`src/core/fpc_consts.svh`:
```
// Constants for the fan drive setup and freewheel test block.
// Assumes a single 40 MHz system clock; included by the package and design modules.
`ifndef FPC_CONSTS_SVH
`define FPC_CONSTS_SVH
// Register offsets
`define FPC_OFS_RAMP34      8'h1B
`define FPC_OFS_FW_START    8'h1C
`define FPC_OFS_FITTED      8'h1D
`define FPC_OFS_FW_PERMIT   8'h1E
`define FPC_OFS_CH1_SETUP   8'h21
`define FPC_OFS_CH2_SETUP   8'h22
`define FPC_OFS_CH3_SETUP   8'h23
`define FPC_OFS_CH4_SETUP   8'h24
// Reset values
`define FPC_RST_ZERO        8'h00
`define FPC_RST_CH1_SETUP   8'h11
`define FPC_RST_CH2_SETUP   8'h31
`define FPC_RST_CH3_SETUP   8'h51
`define FPC_RST_CH4_SETUP   8'h71
// Field positions
`define FPC_BIT_EN3         0
`define FPC_BIT_EN4         1
`define FPC_RATE3_LSB       2
`define FPC_RATE4_LSB       5
`define FPC_TMO_LSB         0
`define FPC_BIT_SLOW        3
`define FPC_BIT_POL         4
`define FPC_SRC_LSB         5
`define FPC_SRC_OFF         3'h4
// Ramp increments per time slot, by code
`define FPC_STEP_0          8'h01
`define FPC_STEP_1          8'h02
`define FPC_STEP_2          8'h03
`define FPC_STEP_3          8'h05
`define FPC_STEP_4          8'h08
`define FPC_STEP_5          8'h0C
`define FPC_STEP_6          8'h18
`define FPC_STEP_7          8'h30
`define FPC_SLOW_FACTOR     4
// Timeouts in ms, by code
`define FPC_TMO_0           15'd0
`define FPC_TMO_1           15'd100
`define FPC_TMO_2           15'd250
`define FPC_TMO_3           15'd400
`define FPC_TMO_4           15'd667
`define FPC_TMO_5           15'd1000
`define FPC_TMO_6           15'd2000
`define FPC_TMO_7           15'd32000
// Time base: 35 s over 170 single steps gives a 206 ms slot
`define FPC_CLK_HZ          40000000
`define FPC_SLOT_MS         206
`define FPC_SLOT_CYCLES     ((`FPC_CLK_HZ / 1000) * `FPC_SLOT_MS)
`define FPC_MS_CYCLES       (`FPC_CLK_HZ / 1000)
`endif

```
`src/core/fpc_pkg.sv`:
```
// Types and small decode functions for the fan drive setup block.
// Assumes fpc_consts.svh is on the include path.
`include "fpc_consts.svh"
package fpc_pkg;
   typedef logic [7:0]  fpc_byte_t;
   typedef logic [14:0] fpc_ms_t;

   // Ramp increment for a three-bit rate code
   function automatic fpc_byte_t fpc_step_of(input logic [2:0] code);
      fpc_byte_t s;
      s = `FPC_STEP_0;
      case (code)
         3'h1: s = `FPC_STEP_1;
         3'h2: s = `FPC_STEP_2;
         3'h3: s = `FPC_STEP_3;
         3'h4: s = `FPC_STEP_4;
         3'h5: s = `FPC_STEP_5;
         3'h6: s = `FPC_STEP_6;
         3'h7: s = `FPC_STEP_7;
         default: s = `FPC_STEP_0;
      endcase
      return s;
   endfunction

   // Timeout in ms for a three-bit timeout code
   function automatic fpc_ms_t fpc_tmo_of(input logic [2:0] code);
      fpc_ms_t t;
      t = `FPC_TMO_0;
      case (code)
         3'h1: t = `FPC_TMO_1;
         3'h2: t = `FPC_TMO_2;
         3'h3: t = `FPC_TMO_3;
         3'h4: t = `FPC_TMO_4;
         3'h5: t = `FPC_TMO_5;
         3'h6: t = `FPC_TMO_6;
         3'h7: t = `FPC_TMO_7;
         default: t = `FPC_TMO_0;
      endcase
      return t;
   endfunction
endpackage

```
`src/core/fpc_ramp.sv`:
```
// One PWM channel: duty slewing toward a target and the polarity stage.
// Assumes the top supplies a shared free-running 8-bit PWM counter.
`timescale 1ns/1ps
`include "fpc_consts.svh"
module fpc_ramp #(
   parameter int SLOT_CYCLES = `FPC_SLOT_CYCLES
) (
   input  wire logic              i_sys_clk,
   input  wire logic              i_srst,
   input  wire logic              i_ramp_on,
   input  wire logic [2:0]        i_rate_code,
   input  wire logic              i_slow,
   input  wire logic              i_pol_high,
   input  wire fpc_pkg::fpc_byte_t i_target,
   input  wire fpc_pkg::fpc_byte_t i_pwm_cnt,
   output fpc_pkg::fpc_byte_t     o_duty,
   output logic                   o_pwm
);
   import fpc_pkg::*;

   logic [31:0] slot_cnt;
   logic [31:0] next_slot_cnt;
   logic [1:0]  slow_cnt;
   logic [1:0]  next_slow_cnt;
   fpc_byte_t   next_duty;
   logic        next_pwm;
   logic        slot_tick;
   fpc_byte_t   step;
   logic [8:0]  gap;

   // Slot timer; with the slow option only every fourth slot moves the duty
   always_comb
   begin
      step = fpc_step_of(i_rate_code);
      slot_tick = 1'b0;
      next_slot_cnt = slot_cnt + 32'h1;
      next_slow_cnt = slow_cnt;
      if (slot_cnt >= 32'(SLOT_CYCLES - 1))
      begin
         next_slot_cnt = 32'h0;
         next_slow_cnt = slow_cnt + 2'h1;
         slot_tick = !i_slow || (slow_cnt == 2'(`FPC_SLOW_FACTOR - 1));
      end
      // Step toward target, never overshoot; jump straight when ramping is off
      next_duty = o_duty;
      gap = 9'h0;
      if (!i_ramp_on)
         next_duty = i_target;
      else if (slot_tick)
      begin
         if (i_target > o_duty)
         begin
            gap = {1'b0, i_target} - {1'b0, o_duty};
            next_duty = (gap > {1'b0, step}) ? o_duty + step : i_target;
         end
         else if (i_target < o_duty)
         begin
            gap = {1'b0, o_duty} - {1'b0, i_target};
            next_duty = (gap > {1'b0, step}) ? o_duty - step : i_target;
         end
      end
      // Inverted polarity makes the drive active low
      next_pwm = (i_pwm_cnt < next_duty) ~^ i_pol_high;
   end

   // Registers of the channel
   always_ff @(posedge i_sys_clk)
   begin
      if (i_srst)
      begin
         slot_cnt <= 32'h0;
         slow_cnt <= 2'h0;
         o_duty   <= 8'h00;
         o_pwm    <= 1'b0;
      end
      else
      begin
         slot_cnt <= next_slot_cnt;
         slow_cnt <= next_slow_cnt;
         o_duty   <= next_duty;
         o_pwm    <= next_pwm;
      end
   end
endmodule

```
`src/core/fpc_top.sv`:
```
// Fan drive setup registers, four PWM channels with duty ramping on channels 3 and 4 only, and
// the self-clearing freewheel test for eight fans.
// Assumes a register master on the same clock and a fan loop feeding targets.
// Register lock and software reset arrive as plain same-clock inputs.
//
// Implementation choice: the plain strobed port.
`timescale 1ns/1ps
`include "fpc_consts.svh"
module fpc_top #(
   parameter int SLOT_CYCLES = `FPC_SLOT_CYCLES,
   parameter int MS_CYCLES   = `FPC_MS_CYCLES
) (
   input  wire logic               i_sys_clk,
   input  wire logic               i_srst,
   input  wire logic               i_sw_reset,
   input  wire logic               i_reg_lock,
   input  wire fpc_pkg::fpc_byte_t i_addr,
   input  wire fpc_pkg::fpc_byte_t i_wdata,
   input  wire logic               i_wr,
   input  wire logic               i_rd,
   output fpc_pkg::fpc_byte_t      o_rdata,
   input  wire fpc_pkg::fpc_byte_t i_target_ch1,
   input  wire fpc_pkg::fpc_byte_t i_target_ch2,
   input  wire fpc_pkg::fpc_byte_t i_target_ch3,
   input  wire fpc_pkg::fpc_byte_t i_target_ch4,
   output logic [3:0]              o_pwm,
   output logic [11:0]             o_ctrl_src,
   output logic [11:0]             o_spinup_tmo,
   output fpc_pkg::fpc_byte_t      o_fw_active
);
   import fpc_pkg::*;

   fpc_byte_t  ramp34;
   fpc_byte_t  fw_start;
   fpc_byte_t  fitted;
   fpc_byte_t  permit;
   fpc_byte_t  setup [4];
   fpc_byte_t  next_ramp34;
   fpc_byte_t  next_fw_start;
   fpc_byte_t  next_fitted;
   fpc_byte_t  next_permit;
   fpc_byte_t  next_setup [4];
   fpc_byte_t  next_rdata;
   fpc_byte_t  pwm_cnt;
   logic [15:0] ms_cnt;
   logic [15:0] next_ms_cnt;
   logic       ms_tick;
   fpc_ms_t    ms_left [8];
   fpc_ms_t    next_ms_left [8];
   logic [7:0] fw_done;
   logic [7:0] fw_launch;
   logic       wr_ok;
   fpc_byte_t  target [4];
   logic [3:0] ramp_on;
   logic [3:0] pwm_raw;
   fpc_byte_t  setup_rst [4];

   assign setup_rst[0] = `FPC_RST_CH1_SETUP;
   assign setup_rst[1] = `FPC_RST_CH2_SETUP;
   assign setup_rst[2] = `FPC_RST_CH3_SETUP;
   assign setup_rst[3] = `FPC_RST_CH4_SETUP;

   // Writes are dropped while the lock is held
   assign wr_ok = i_wr && !i_reg_lock;

   // Register file and read path
   always_comb
   begin
      next_ramp34 = ramp34;
      next_fitted = fitted;
      next_permit = permit;
      for (int c = 0; c < 4; c++)
         next_setup[c] = setup[c];
      // Start bits for a fan not both fitted and permitted are dropped at the
      // write, so no test ever starts only to be aborted a cycle later
      fw_launch = 8'h00;
      if (wr_ok)
      begin
         case (i_addr)
            `FPC_OFS_RAMP34:    next_ramp34 = i_wdata;
            `FPC_OFS_FITTED:    next_fitted = i_wdata;
            `FPC_OFS_FW_PERMIT: next_permit = i_wdata;
            `FPC_OFS_FW_START:  fw_launch = i_wdata & fitted & permit;
            `FPC_OFS_CH1_SETUP: next_setup[0] = i_wdata;
            `FPC_OFS_CH2_SETUP: next_setup[1] = i_wdata;
            `FPC_OFS_CH3_SETUP: next_setup[2] = i_wdata;
            `FPC_OFS_CH4_SETUP: next_setup[3] = i_wdata;
            default: next_ramp34 = ramp34;
         endcase
      end
      // A new start in the cycle of expiry wins and restarts the test
      next_fw_start = (fw_start & ~fw_done) | fw_launch;
      next_rdata = `FPC_RST_ZERO;
      if (i_rd)
      begin
         case (i_addr)
            `FPC_OFS_RAMP34:    next_rdata = ramp34;
            `FPC_OFS_FW_START:  next_rdata = fw_start;
            `FPC_OFS_FITTED:    next_rdata = fitted;
            `FPC_OFS_FW_PERMIT: next_rdata = permit;
            `FPC_OFS_CH1_SETUP: next_rdata = setup[0];
            `FPC_OFS_CH2_SETUP: next_rdata = setup[1];
            `FPC_OFS_CH3_SETUP: next_rdata = setup[2];
            `FPC_OFS_CH4_SETUP: next_rdata = setup[3];
            default:            next_rdata = `FPC_RST_ZERO;
         endcase
      end
   end

   // Power-on and software reset both restore every register
   always_ff @(posedge i_sys_clk)
   begin
      if (i_srst || i_sw_reset)
      begin
         ramp34   <= `FPC_RST_ZERO;
         fw_start <= `FPC_RST_ZERO;
         fitted   <= `FPC_RST_ZERO;
         permit   <= `FPC_RST_ZERO;
         for (int c = 0; c < 4; c++)
            setup[c] <= setup_rst[c];
         o_rdata  <= `FPC_RST_ZERO;
      end
      else
      begin
         ramp34   <= next_ramp34;
         fw_start <= next_fw_start;
         fitted   <= next_fitted;
         permit   <= next_permit;
         for (int c = 0; c < 4; c++)
            setup[c] <= next_setup[c];
         o_rdata  <= next_rdata;
      end
   end

   // Millisecond time base shared by all fan tests
   // One shared divider keeps eight timers cheap; the cost is that a test may
   // end up to one millisecond early, since the first tick after a start can
   // come anywhere within the first millisecond
   always_comb
   begin
      ms_tick = (ms_cnt >= 16'(MS_CYCLES - 1));
      next_ms_cnt = ms_tick ? 16'h0 : ms_cnt + 16'h1;
   end

   // Per-fan timeout counters; fans pair onto channels two at a time
   for (genvar f = 0; f < 8; f++)
   begin : g_fan
      always_comb
      begin
         fw_done[f] = fw_start[f] && (ms_left[f] == `FPC_TMO_0);
         next_ms_left[f] = ms_left[f];
         if (fw_launch[f])
            next_ms_left[f] = fpc_tmo_of(setup[f / 2][`FPC_TMO_LSB +: 3]);
         else if (fw_start[f] && ms_tick && ms_left[f] != `FPC_TMO_0)
            next_ms_left[f] = ms_left[f] - 15'h1;
      end
   end

   // Time base, counters and registered outputs
   always_ff @(posedge i_sys_clk)
   begin
      if (i_srst || i_sw_reset)
      begin
         ms_cnt <= 16'h0;
         pwm_cnt <= 8'h00;
         for (int f = 0; f < 8; f++)
            ms_left[f] <= `FPC_TMO_0;
         o_ctrl_src <= 12'h000;
         o_spinup_tmo <= 12'h000;
         o_fw_active <= `FPC_RST_ZERO;
         o_pwm <= 4'h0;
      end
      else
      begin
         ms_cnt <= next_ms_cnt;
         pwm_cnt <= pwm_cnt + 8'h01;
         for (int f = 0; f < 8; f++)
            ms_left[f] <= next_ms_left[f];
         for (int c = 0; c < 4; c++)
         begin
            o_ctrl_src[c*3 +: 3] <= setup[c][`FPC_SRC_LSB +: 3];
            o_spinup_tmo[c*3 +: 3] <= setup[c][`FPC_TMO_LSB +: 3];
         end
         o_fw_active <= fw_start;
         o_pwm <= pwm_raw;
      end
   end

   // Channels 1 and 2 have no ramp control here and follow their target,
   // because their ramp register lives outside this block
   assign ramp_on = {ramp34[`FPC_BIT_EN4], ramp34[`FPC_BIT_EN3], 2'b00};
   assign target[0] = i_target_ch1;
   assign target[1] = i_target_ch2;
   assign target[2] = i_target_ch3;
   assign target[3] = i_target_ch4;

   // One duty/polarity stage per channel
   // Channels 1 and 2 still get a stage so polarity and source off work there
   for (genvar c = 0; c < 4; c++)
   begin : g_ch
      logic [2:0] rate;
      fpc_byte_t  eff_target;
      assign rate = (c == 3) ? ramp34[`FPC_RATE4_LSB +: 3] : ramp34[`FPC_RATE3_LSB +: 3];
      // Source off drives the fan to zero duty
      assign eff_target = (setup[c][`FPC_SRC_LSB +: 3] == `FPC_SRC_OFF) ? 8'h00 : target[c];
      fpc_ramp #(
         .SLOT_CYCLES(SLOT_CYCLES)
      ) u_ramp (
         .i_sys_clk  (i_sys_clk),
         .i_srst     (i_srst),
         .i_ramp_on  (ramp_on[c]),
         .i_rate_code(rate),
         .i_slow     (setup[c][`FPC_BIT_SLOW]),
         .i_pol_high (setup[c][`FPC_BIT_POL]),
         .i_target   (eff_target),
         .i_pwm_cnt  (pwm_cnt),
         .o_duty     (),
         .o_pwm      (pwm_raw[c])
      );
   end
endmodule

```
`config.mk`:
```
export PLATFORM = sky130hd
export DESIGN_NAME = fpc_top
export DESIGN_NICKNAME = d
export VERILOG_FILES = /design/src/core/fpc_pkg.sv /design/src/core/fpc_ramp.sv /design/src/core/fpc_top.sv
export VERILOG_INCLUDE_DIRS = /design/src /design/src/core
export SDC_FILE = /design/constraint.sdc
export NUM_CORES = 1
export LEC_CHECK = 0
export BUFFER_PORTS_ARGS = -buffer_cell sky130_fd_sc_hd__buf_2
export CORE_MARGIN = 2
export CORE_UTILIZATION = 50
export CTS_CLUSTER_SIZE = 25
export DETAILED_ROUTE_END_ITERATION = 8
export PLACE_DENSITY_LB_ADDON = 0.1
export SLEW_MARGIN = 20
export SYNTH_ARGS = -nofsm -noshare
export SYNTH_HDL_FRONTEND = slang
export SYNTH_HIERARCHICAL = 1
export SYNTH_SLANG_ARGS = --single-unit
```
`constraint.sdc`:
```
create_clock -name i_sys_clk -period 5.7 [get_ports i_sys_clk]
set_input_delay 0.57 -clock i_sys_clk [delete_from_list [all_inputs] [get_ports i_sys_clk]]
set_output_delay 0.57 -clock i_sys_clk [all_outputs]
set_load 0.02 [all_outputs]
```
After elaboration in Yosys (flattened, before gate mapping):

Memory sizes are Yosys's and may differ from the RTL's.
Index checks and enable logic that the tools add are counted.

* order comparisons: 15
* $add $sub $neg: 22
* bitwise gates (word level): 22
* equal/unequal tests: 56
* muxes and demuxes: 63
* reduce and logical (&&, ||, !) cells: 54

Operators with widths (number)
* $pmux W15 S7: 4
* $mux W15: 24
* $mux W8: 26
* $logic_not A15 Y1: 8
* $reduce_bool A15 Y1: 8
* $sub A15 B1 Y15 const B: 8
* $eq A3 B3 Y1 const B: 28
* $pmux W6 S7: 2
* $add A32 B1 Y32 const B: 2
* $ge A32 B23 Y1 const B: 2
* $pmux W8 S8: 1
* $lt A8 B8 Y1: 6
* $eq A3 B2 Y1 const B: 12
* $gt A9 B6 Y1: 4
* $sub A8 B8 Y9: 4
* $eq A8 B5 Y1 const B: 4
* $eq A8 B6 Y1 const B: 4
* $mux W32: 1
* $logic_and A1 B1 Y1: 25
* $and A8 B8 Y8: 3
* $eq A3 B1 Y1 const B: 6
* $add A16 B1 Y16 const B: 1
* $add A8 B6 Y8: 2
* $ge A16 B16 Y1 const B: 1
* other kinds (15): 46

* memories: 2
* memory bits (writable): 152
* bits of input ports: 54
* register bits after elaboration: 188
* logic and storage cells: 255
* output and inout port bits: 44

Memory list
* ms_left: depth 8, width 15, rd ports 8, clocked after memory_dff 0, wr ports 8, line fpc_top.sv:48 `fpc_ms_t ms_left [8];`
* setup: depth 4, width 8, rd ports 4, clocked after memory_dff 0, wr ports 4, line fpc_top.sv:37 `fpc_byte_t setup [4];`

Logic depth before layout (Yosys ltp):

An unclocked memory read counts as a cell.

* depth in word-level cells: 12
* gate-level depth with buffers: 28
* gate-level depth less buffers: 26

Cells and area by module:

Netlist, hierarchy kept.

Modules (own cells, without submodules)
* fpc_top: cells an instance 1489, area each 12326.8 µm², seq. area each 5044.8 µm², instances 1
* fpc_ramp at g_ch[0].u_ramp ...: cells an instance 468, area each 3753.6 µm², seq. area each 860.8 µm², instances 3
* fpc_ramp at g_ch[3].u_ramp: cells an instance 463, area each 3843.7 µm², seq. area each 860.8 µm², instances 1

Least setup slack after synthesis:

OpenSTA, ideal clock, no wires.

* path kind: reg-to-reg
* start point: mem setup[2][7] in the netlist's numbering
* end point: reg g_ch[2].u_ramp.o_pwm
* stages on the path, launching flop included: 27
* library setup time: 123 ps
* path slack: 290 ps
* buffers on the path: 1
* arrival: 5286 ps
* clock period less this slack: 5410 ps
* required time: 5577 ps
* cells stage by stage: dfxtp_1 nor3b_1 nor2b_1 inv_1 ha_1 inv_1 fa_1 a21oi_1 o21bai_1 xor2_1 ha_1 nand2_1 o21ai_0 nor4_1 o221ai_1 nor2_1 buf_2 a211oi_1 o32ai_1 o221ai_1 ha_1 a21o_1 a21o_1 a21oi_1 nand2_1 o41ai_2 mux2_1

RTL lines
* from (decl): line fpc_top.sv:37
* to (signal assigned): line fpc_ramp.sv:81 `o_pwm <= next_pwm;`
* to (decl): line fpc_ramp.sv:17 `output logic o_pwm`

==> impl_table.tex <==
\begin{tabular}{lr}
\hline
Metric & Value \\
\hline
\multicolumn{2}{l}{\textbf{STA}} \\
Maximum operating frequency & roughly 190 MHz \\
Finish-stage setup viols & 0 \\
Post-route worst setup slack & 0.324 ns \\
Final Max Slew Viols & 0 \\
Fin Setup TNS & 0 ns \\
Post-Route Hold Slack & 0.328 ns \\
Final hold violation count & 0 \\
Headroom to the max-slew limit & about a quarter \\
Worst Clk Skew & 0.0438 ns \\
Minimum clock period & 5.38 ns \\
Share of the cycle needed by the critical path after routing & 94.3\% \\
Transition time at the pin with the least slew margin & between 1 and 1.5 ns \\
\multicolumn{2}{l}{\textbf{CTS}} \\
Clock transition at the register clock pins on the worst setup and hold paths after CTS & 0.07 ns \\
Clk sink count & 424 \\
Number of buffers on the longest clock path & 3 \\
Insertion delay to the later sink of the worst-skew pair & 0.60 ns \\
Depth of the CTS H-tree & 2 \\
Root cell of the clock tree & sky130\_fd\_sc\_hd\_\_clkbuf\_16 \\
Clock tree from TritonCTS & yes \\
Total CTS buffers & 48 \\
\multicolumn{2}{l}{\textbf{Yosys}} \\
Sequential area share after synthesis & 30.9\% \\
Distinct cell type count after synthesis & 97 \\
Synthesis-stage register bit count & 424 \\
Top\_reg\_cell synth & sky130\_fd\_sc\_hd\_\_dfxtp\_1 \\
Post-synthesis cell count & 3356 \\
Number of synthesis warnings & 6 \\
EDFF count, synth & 0 \\
Async SR Flop Fraction & 0\% \\
Post-Syn Area & between 20000 and 30000 um2 \\
Mean cell area of the mapped netlist & 8.17 um2 \\
\multicolumn{2}{l}{\textbf{Drt}} \\
Total vias in the final route & 24300 \\
Final WL & approximately 76 mm \\
Via-per-instance ratio & 5.82 \\
DR pass1 iterations & 6 \\
Routed length per instance & 18.1 um \\
Antenna viol nets, final & 0 \\
Detailed-route DRC error count & 0 \\
Initial DRC Count & 1765 \\
\multicolumn{2}{l}{\textbf{GRT}} \\
Overall fraction of global-route tracks in use & 26.1\% \\
Number of global-route vias before repair & 23000 \\
Initial antenna violation count & 6 \\
GRT overflow & 0 \\
Pin count of the biggest net entering global routing & around 100 \\
Wire length of the first global-routing pass & 122 mm \\
\multicolumn{2}{l}{\textbf{Layout}} \\
Fraction of final layout cells sized beyond drive strength 1 & 10.1\% \\
Most frequent cells in the layout & 422 x sky130\_fd\_sc\_hd\_\_dfxtp\_1, 326 x sky130\_fd\_sc\_hd\_\_nor2\_1, 247 x sky130\_fd\_sc\_hd\_\_a21oi\_1, 211 x sky130\_fd\_sc\_hd\_\_nand2\_1, 210 x sky130\_fd\_sc\_hd\_\_ha\_1 \\
Area taken by multi-input logic gates & 17800 um2 \\
Storage element area & 8490 um2 \\
Most common library cell in the layout ignoring fill and taps & sky130\_fd\_sc\_hd\_\_dfxtp\_1 \\
Layout-stage area growth over the synthesis result & 10.9\% \\
Post-route insts no fill & 4169 \\
Final Net Count & 3715 \\
Number of filler cells placed in the layout & 5054 \\
\multicolumn{2}{l}{\textbf{Setup path}} \\
Type of element capturing the critical path & flip-flop \\
Worst Setup Start Kind & flip-flop \\
Data arrival time of the worst path & about 6 ns \\
Worst reg-to-reg path cell count & 26 \\
Max stage delay on crit path & 0.43 ns \\
Endpoint of the worst register-to-register path & g\_ch[2].u\_ramp/o\_pwm \\
Flop2flop setup slack & between 0.3 and 0.4 ns \\
Reg-to-reg critical path startpoint & setup[2][7] \\
Crit path kind & reg2reg \\
Critical path required time & 6.16 ns \\
Max Fanout on Critical Path & 7 \\
Highest-delay cell along the critical path & sky130\_fd\_sc\_hd\_\_fa\_2 \\
\multicolumn{2}{l}{\textbf{Min path}} \\
Number of cells on the worst hold path & 2 \\
Worst-case hold path end point & g\_ch[0].u\_ramp/o\_duty[6] \\
HP Class & in2reg \\
Origin of the worst min-delay path & i\_srst \\
\multicolumn{2}{l}{\textbf{Placed design}} \\
Placer congestion estimate & between 0.9 and 1 \\
Number of buffers added on ports & 97 \\
Placed Cells incl. Taps & 4063 \\
Setup Slack @ Placement & between 0.1 and 0.15 ns \\
DP Wirelength & 56.0 mm \\
\multicolumn{2}{l}{\textbf{Floorplan}} \\
Io pins & around 100 \\
Row count & 85 \\
Height of the chip & 238 um \\
Core Box Area & between 50000 and 60000 um2 \\
Floorplan die area & between 50000 and 60000 um2 \\
Initial Utilization & around half \\
Die W & $\sim$240 um \\
\multicolumn{2}{l}{\textbf{Pwr}} \\
Power share of the combinational group & 18.2\% \\
Maximum VDD drop & 208 uV \\
Power consumption & 7620 uW \\
Share of power burned in the clock network & 41.6\% \\
Pwr Density & between 200 and 300 nW/um2 \\
Cell-internal power & 5470 uW \\
Net switching power & $\sim$2200 uW \\
Sequential fraction of design power & between 40\% and 50\% \\
Switching portion of total power & around 28\% \\
Static power due to leakage & 0.0122 uW \\
\multicolumn{2}{l}{\textbf{Outcome}} \\
Run status & completed \\
\multicolumn{2}{l}{\textbf{Job}} \\
Max-cap violations & 0 \\
\hline
\end{tabular}
routing by layer:
layer | wire length, um | vias up | GRT usage, %
met3 | 3860 | 134 | 3.24
met5 | 23 | - | 0
li1 | - | 12000 | -
met1 | 35500 | 11500 | 36.5
met4 | 1980 | 4 | 8.50
met2 | 34200 | 630 | 41.9
worst max-delay path by stage:
stage,slack [ns],end,start,cells after the start
after floorplan,0.29,g_ch[2].u_ramp/o_pwm,setup[2][7],26
after global placement,0.21,g_ch[2].u_ramp/o_pwm,i_target_ch3[2],23
after detailed placement,0.11,g_ch[3].u_ramp/o_pwm,i_target_ch4[0],24
after CTS,0.11,g_ch[2].u_ramp/o_pwm,setup[2][7],24
after global routing,-0.07,g_ch[3].u_ramp/o_pwm,setup[3][5],27
final,0.32,g_ch[2].u_ramp/o_pwm,setup[2][7],26
registers in the layout, indices dropped and copies added (netlist names):
register,cells
ramp34,8
g_ch.u_ramp/slot_cnt,128
o_ctrl_src,12
ms_cnt,16
setup,32
fitted,8
o_pwm,4
g_ch.u_ramp/slow_cnt,8
o_spinup_tmo,12
fw_start,8
o_fw_active,8
g_ch.u_ramp/o_pwm,4
o_rdata,8
ms_left,120
pwm_cnt,8
g_ch.u_ramp/o_duty,32
permit,8
cell usage after synthesis (all sizes together), types with 30 or more instances:
cell type	number	area share, %
o21ai	144	2.6
clkbuf	130	1.8
xnor2	149	4.8
nor2	332	4.6
or3	58	1.4
xor2	114	3.6
and3	47	1.1
ha	214	9.8
nor2b	58	1.3
nor3	80	1.5
nand2	212	2.9
nand4	57	1.3
a21oi	257	4.8
buf	38	0.97
a21o	30	0.82
and2	44	1.0
a211oi	64	2.0
mux2i	70	2.6
nand2b	44	1.0
nand3	143	2.6
inv	182	2.5
a31oi	30	0.68
nor4	67	1.7
dfxtp	424	31
layout make-up:
| cell class | count | share of cell area [%] |
|---|---|---|
| multi-input cells | 2623 | 58.5 |
| well taps | 696 | 2.86 |
| flip-flops and latches | 424 | 27.9 |
| clock buffers | 68 | 4.65 |
| inverters | 182 | 2.24 |
| diodes | 4 | 0.0329 |
| repair buffers | 152 | 3.06 |
| clock inverters | 20 | 0.757 |
logic make-up (layout without fill, tap and decap cells):
family | count (synthesis) | count (layout) | share of synthesized area, %
compound gates | 767 | 767 | 18.5
flops | 424 | 424 | 30.9
other cells | 5 | 50 | 0.0684
buf+inv | 350 | 422 | 5.24
simple gates | 1238 | 1238 | 23.0
fa+ha+maj | 230 | 230 | 10.9
xor+xnor | 263 | 263 | 8.40
mux | 79 | 79 | 2.92
per-stage QoR:
stage / util, % / instance area [um2]
2_1_floorplan: - / 27600
3_3_place_gp: 52.8 / 28500
3_5_place_dp: 52.8 / 28500
4_1_cts: 55.9 / 30200
5_1_grt: 56.3 / 30400
6_report: 56.3 / 30400
critical path, delay by kind of cell (launching register included):
family	cells	cell delay [ns]
adder cells (fa/ha/maj)	4	1.15
AO/OA/AOI/OAI	7	1.42
multiplexers	2	0.54
AND/OR/NAND/NOR	9	1.23
buffers and inverters	4	0.59
flip-flops	1	0.33
power groups by stage:
stage | Sequential [uW] | Clock (uW) | Combinational (uW)
2_1_floorplan | 3110 | 0 | 1050
3_3_place_gp | 3130 | 0 | 1310
3_5_place_dp | 3130 | 0 | 1340
4_1_cts | 3060 | 3240 | 1340
5_1_grt | 3070 | 3360 | 1540
6_report | 3060 | 3170 | 1390
what timing repair did:
action / 4_1_cts / 5_1_grt
setup endpoints to repair: 0 / 2
hold buffers: 0 / 0
buffers inserted: 0 / 13
gates resized for setup: 0 / 35
(Power assumes the default switching activity.)
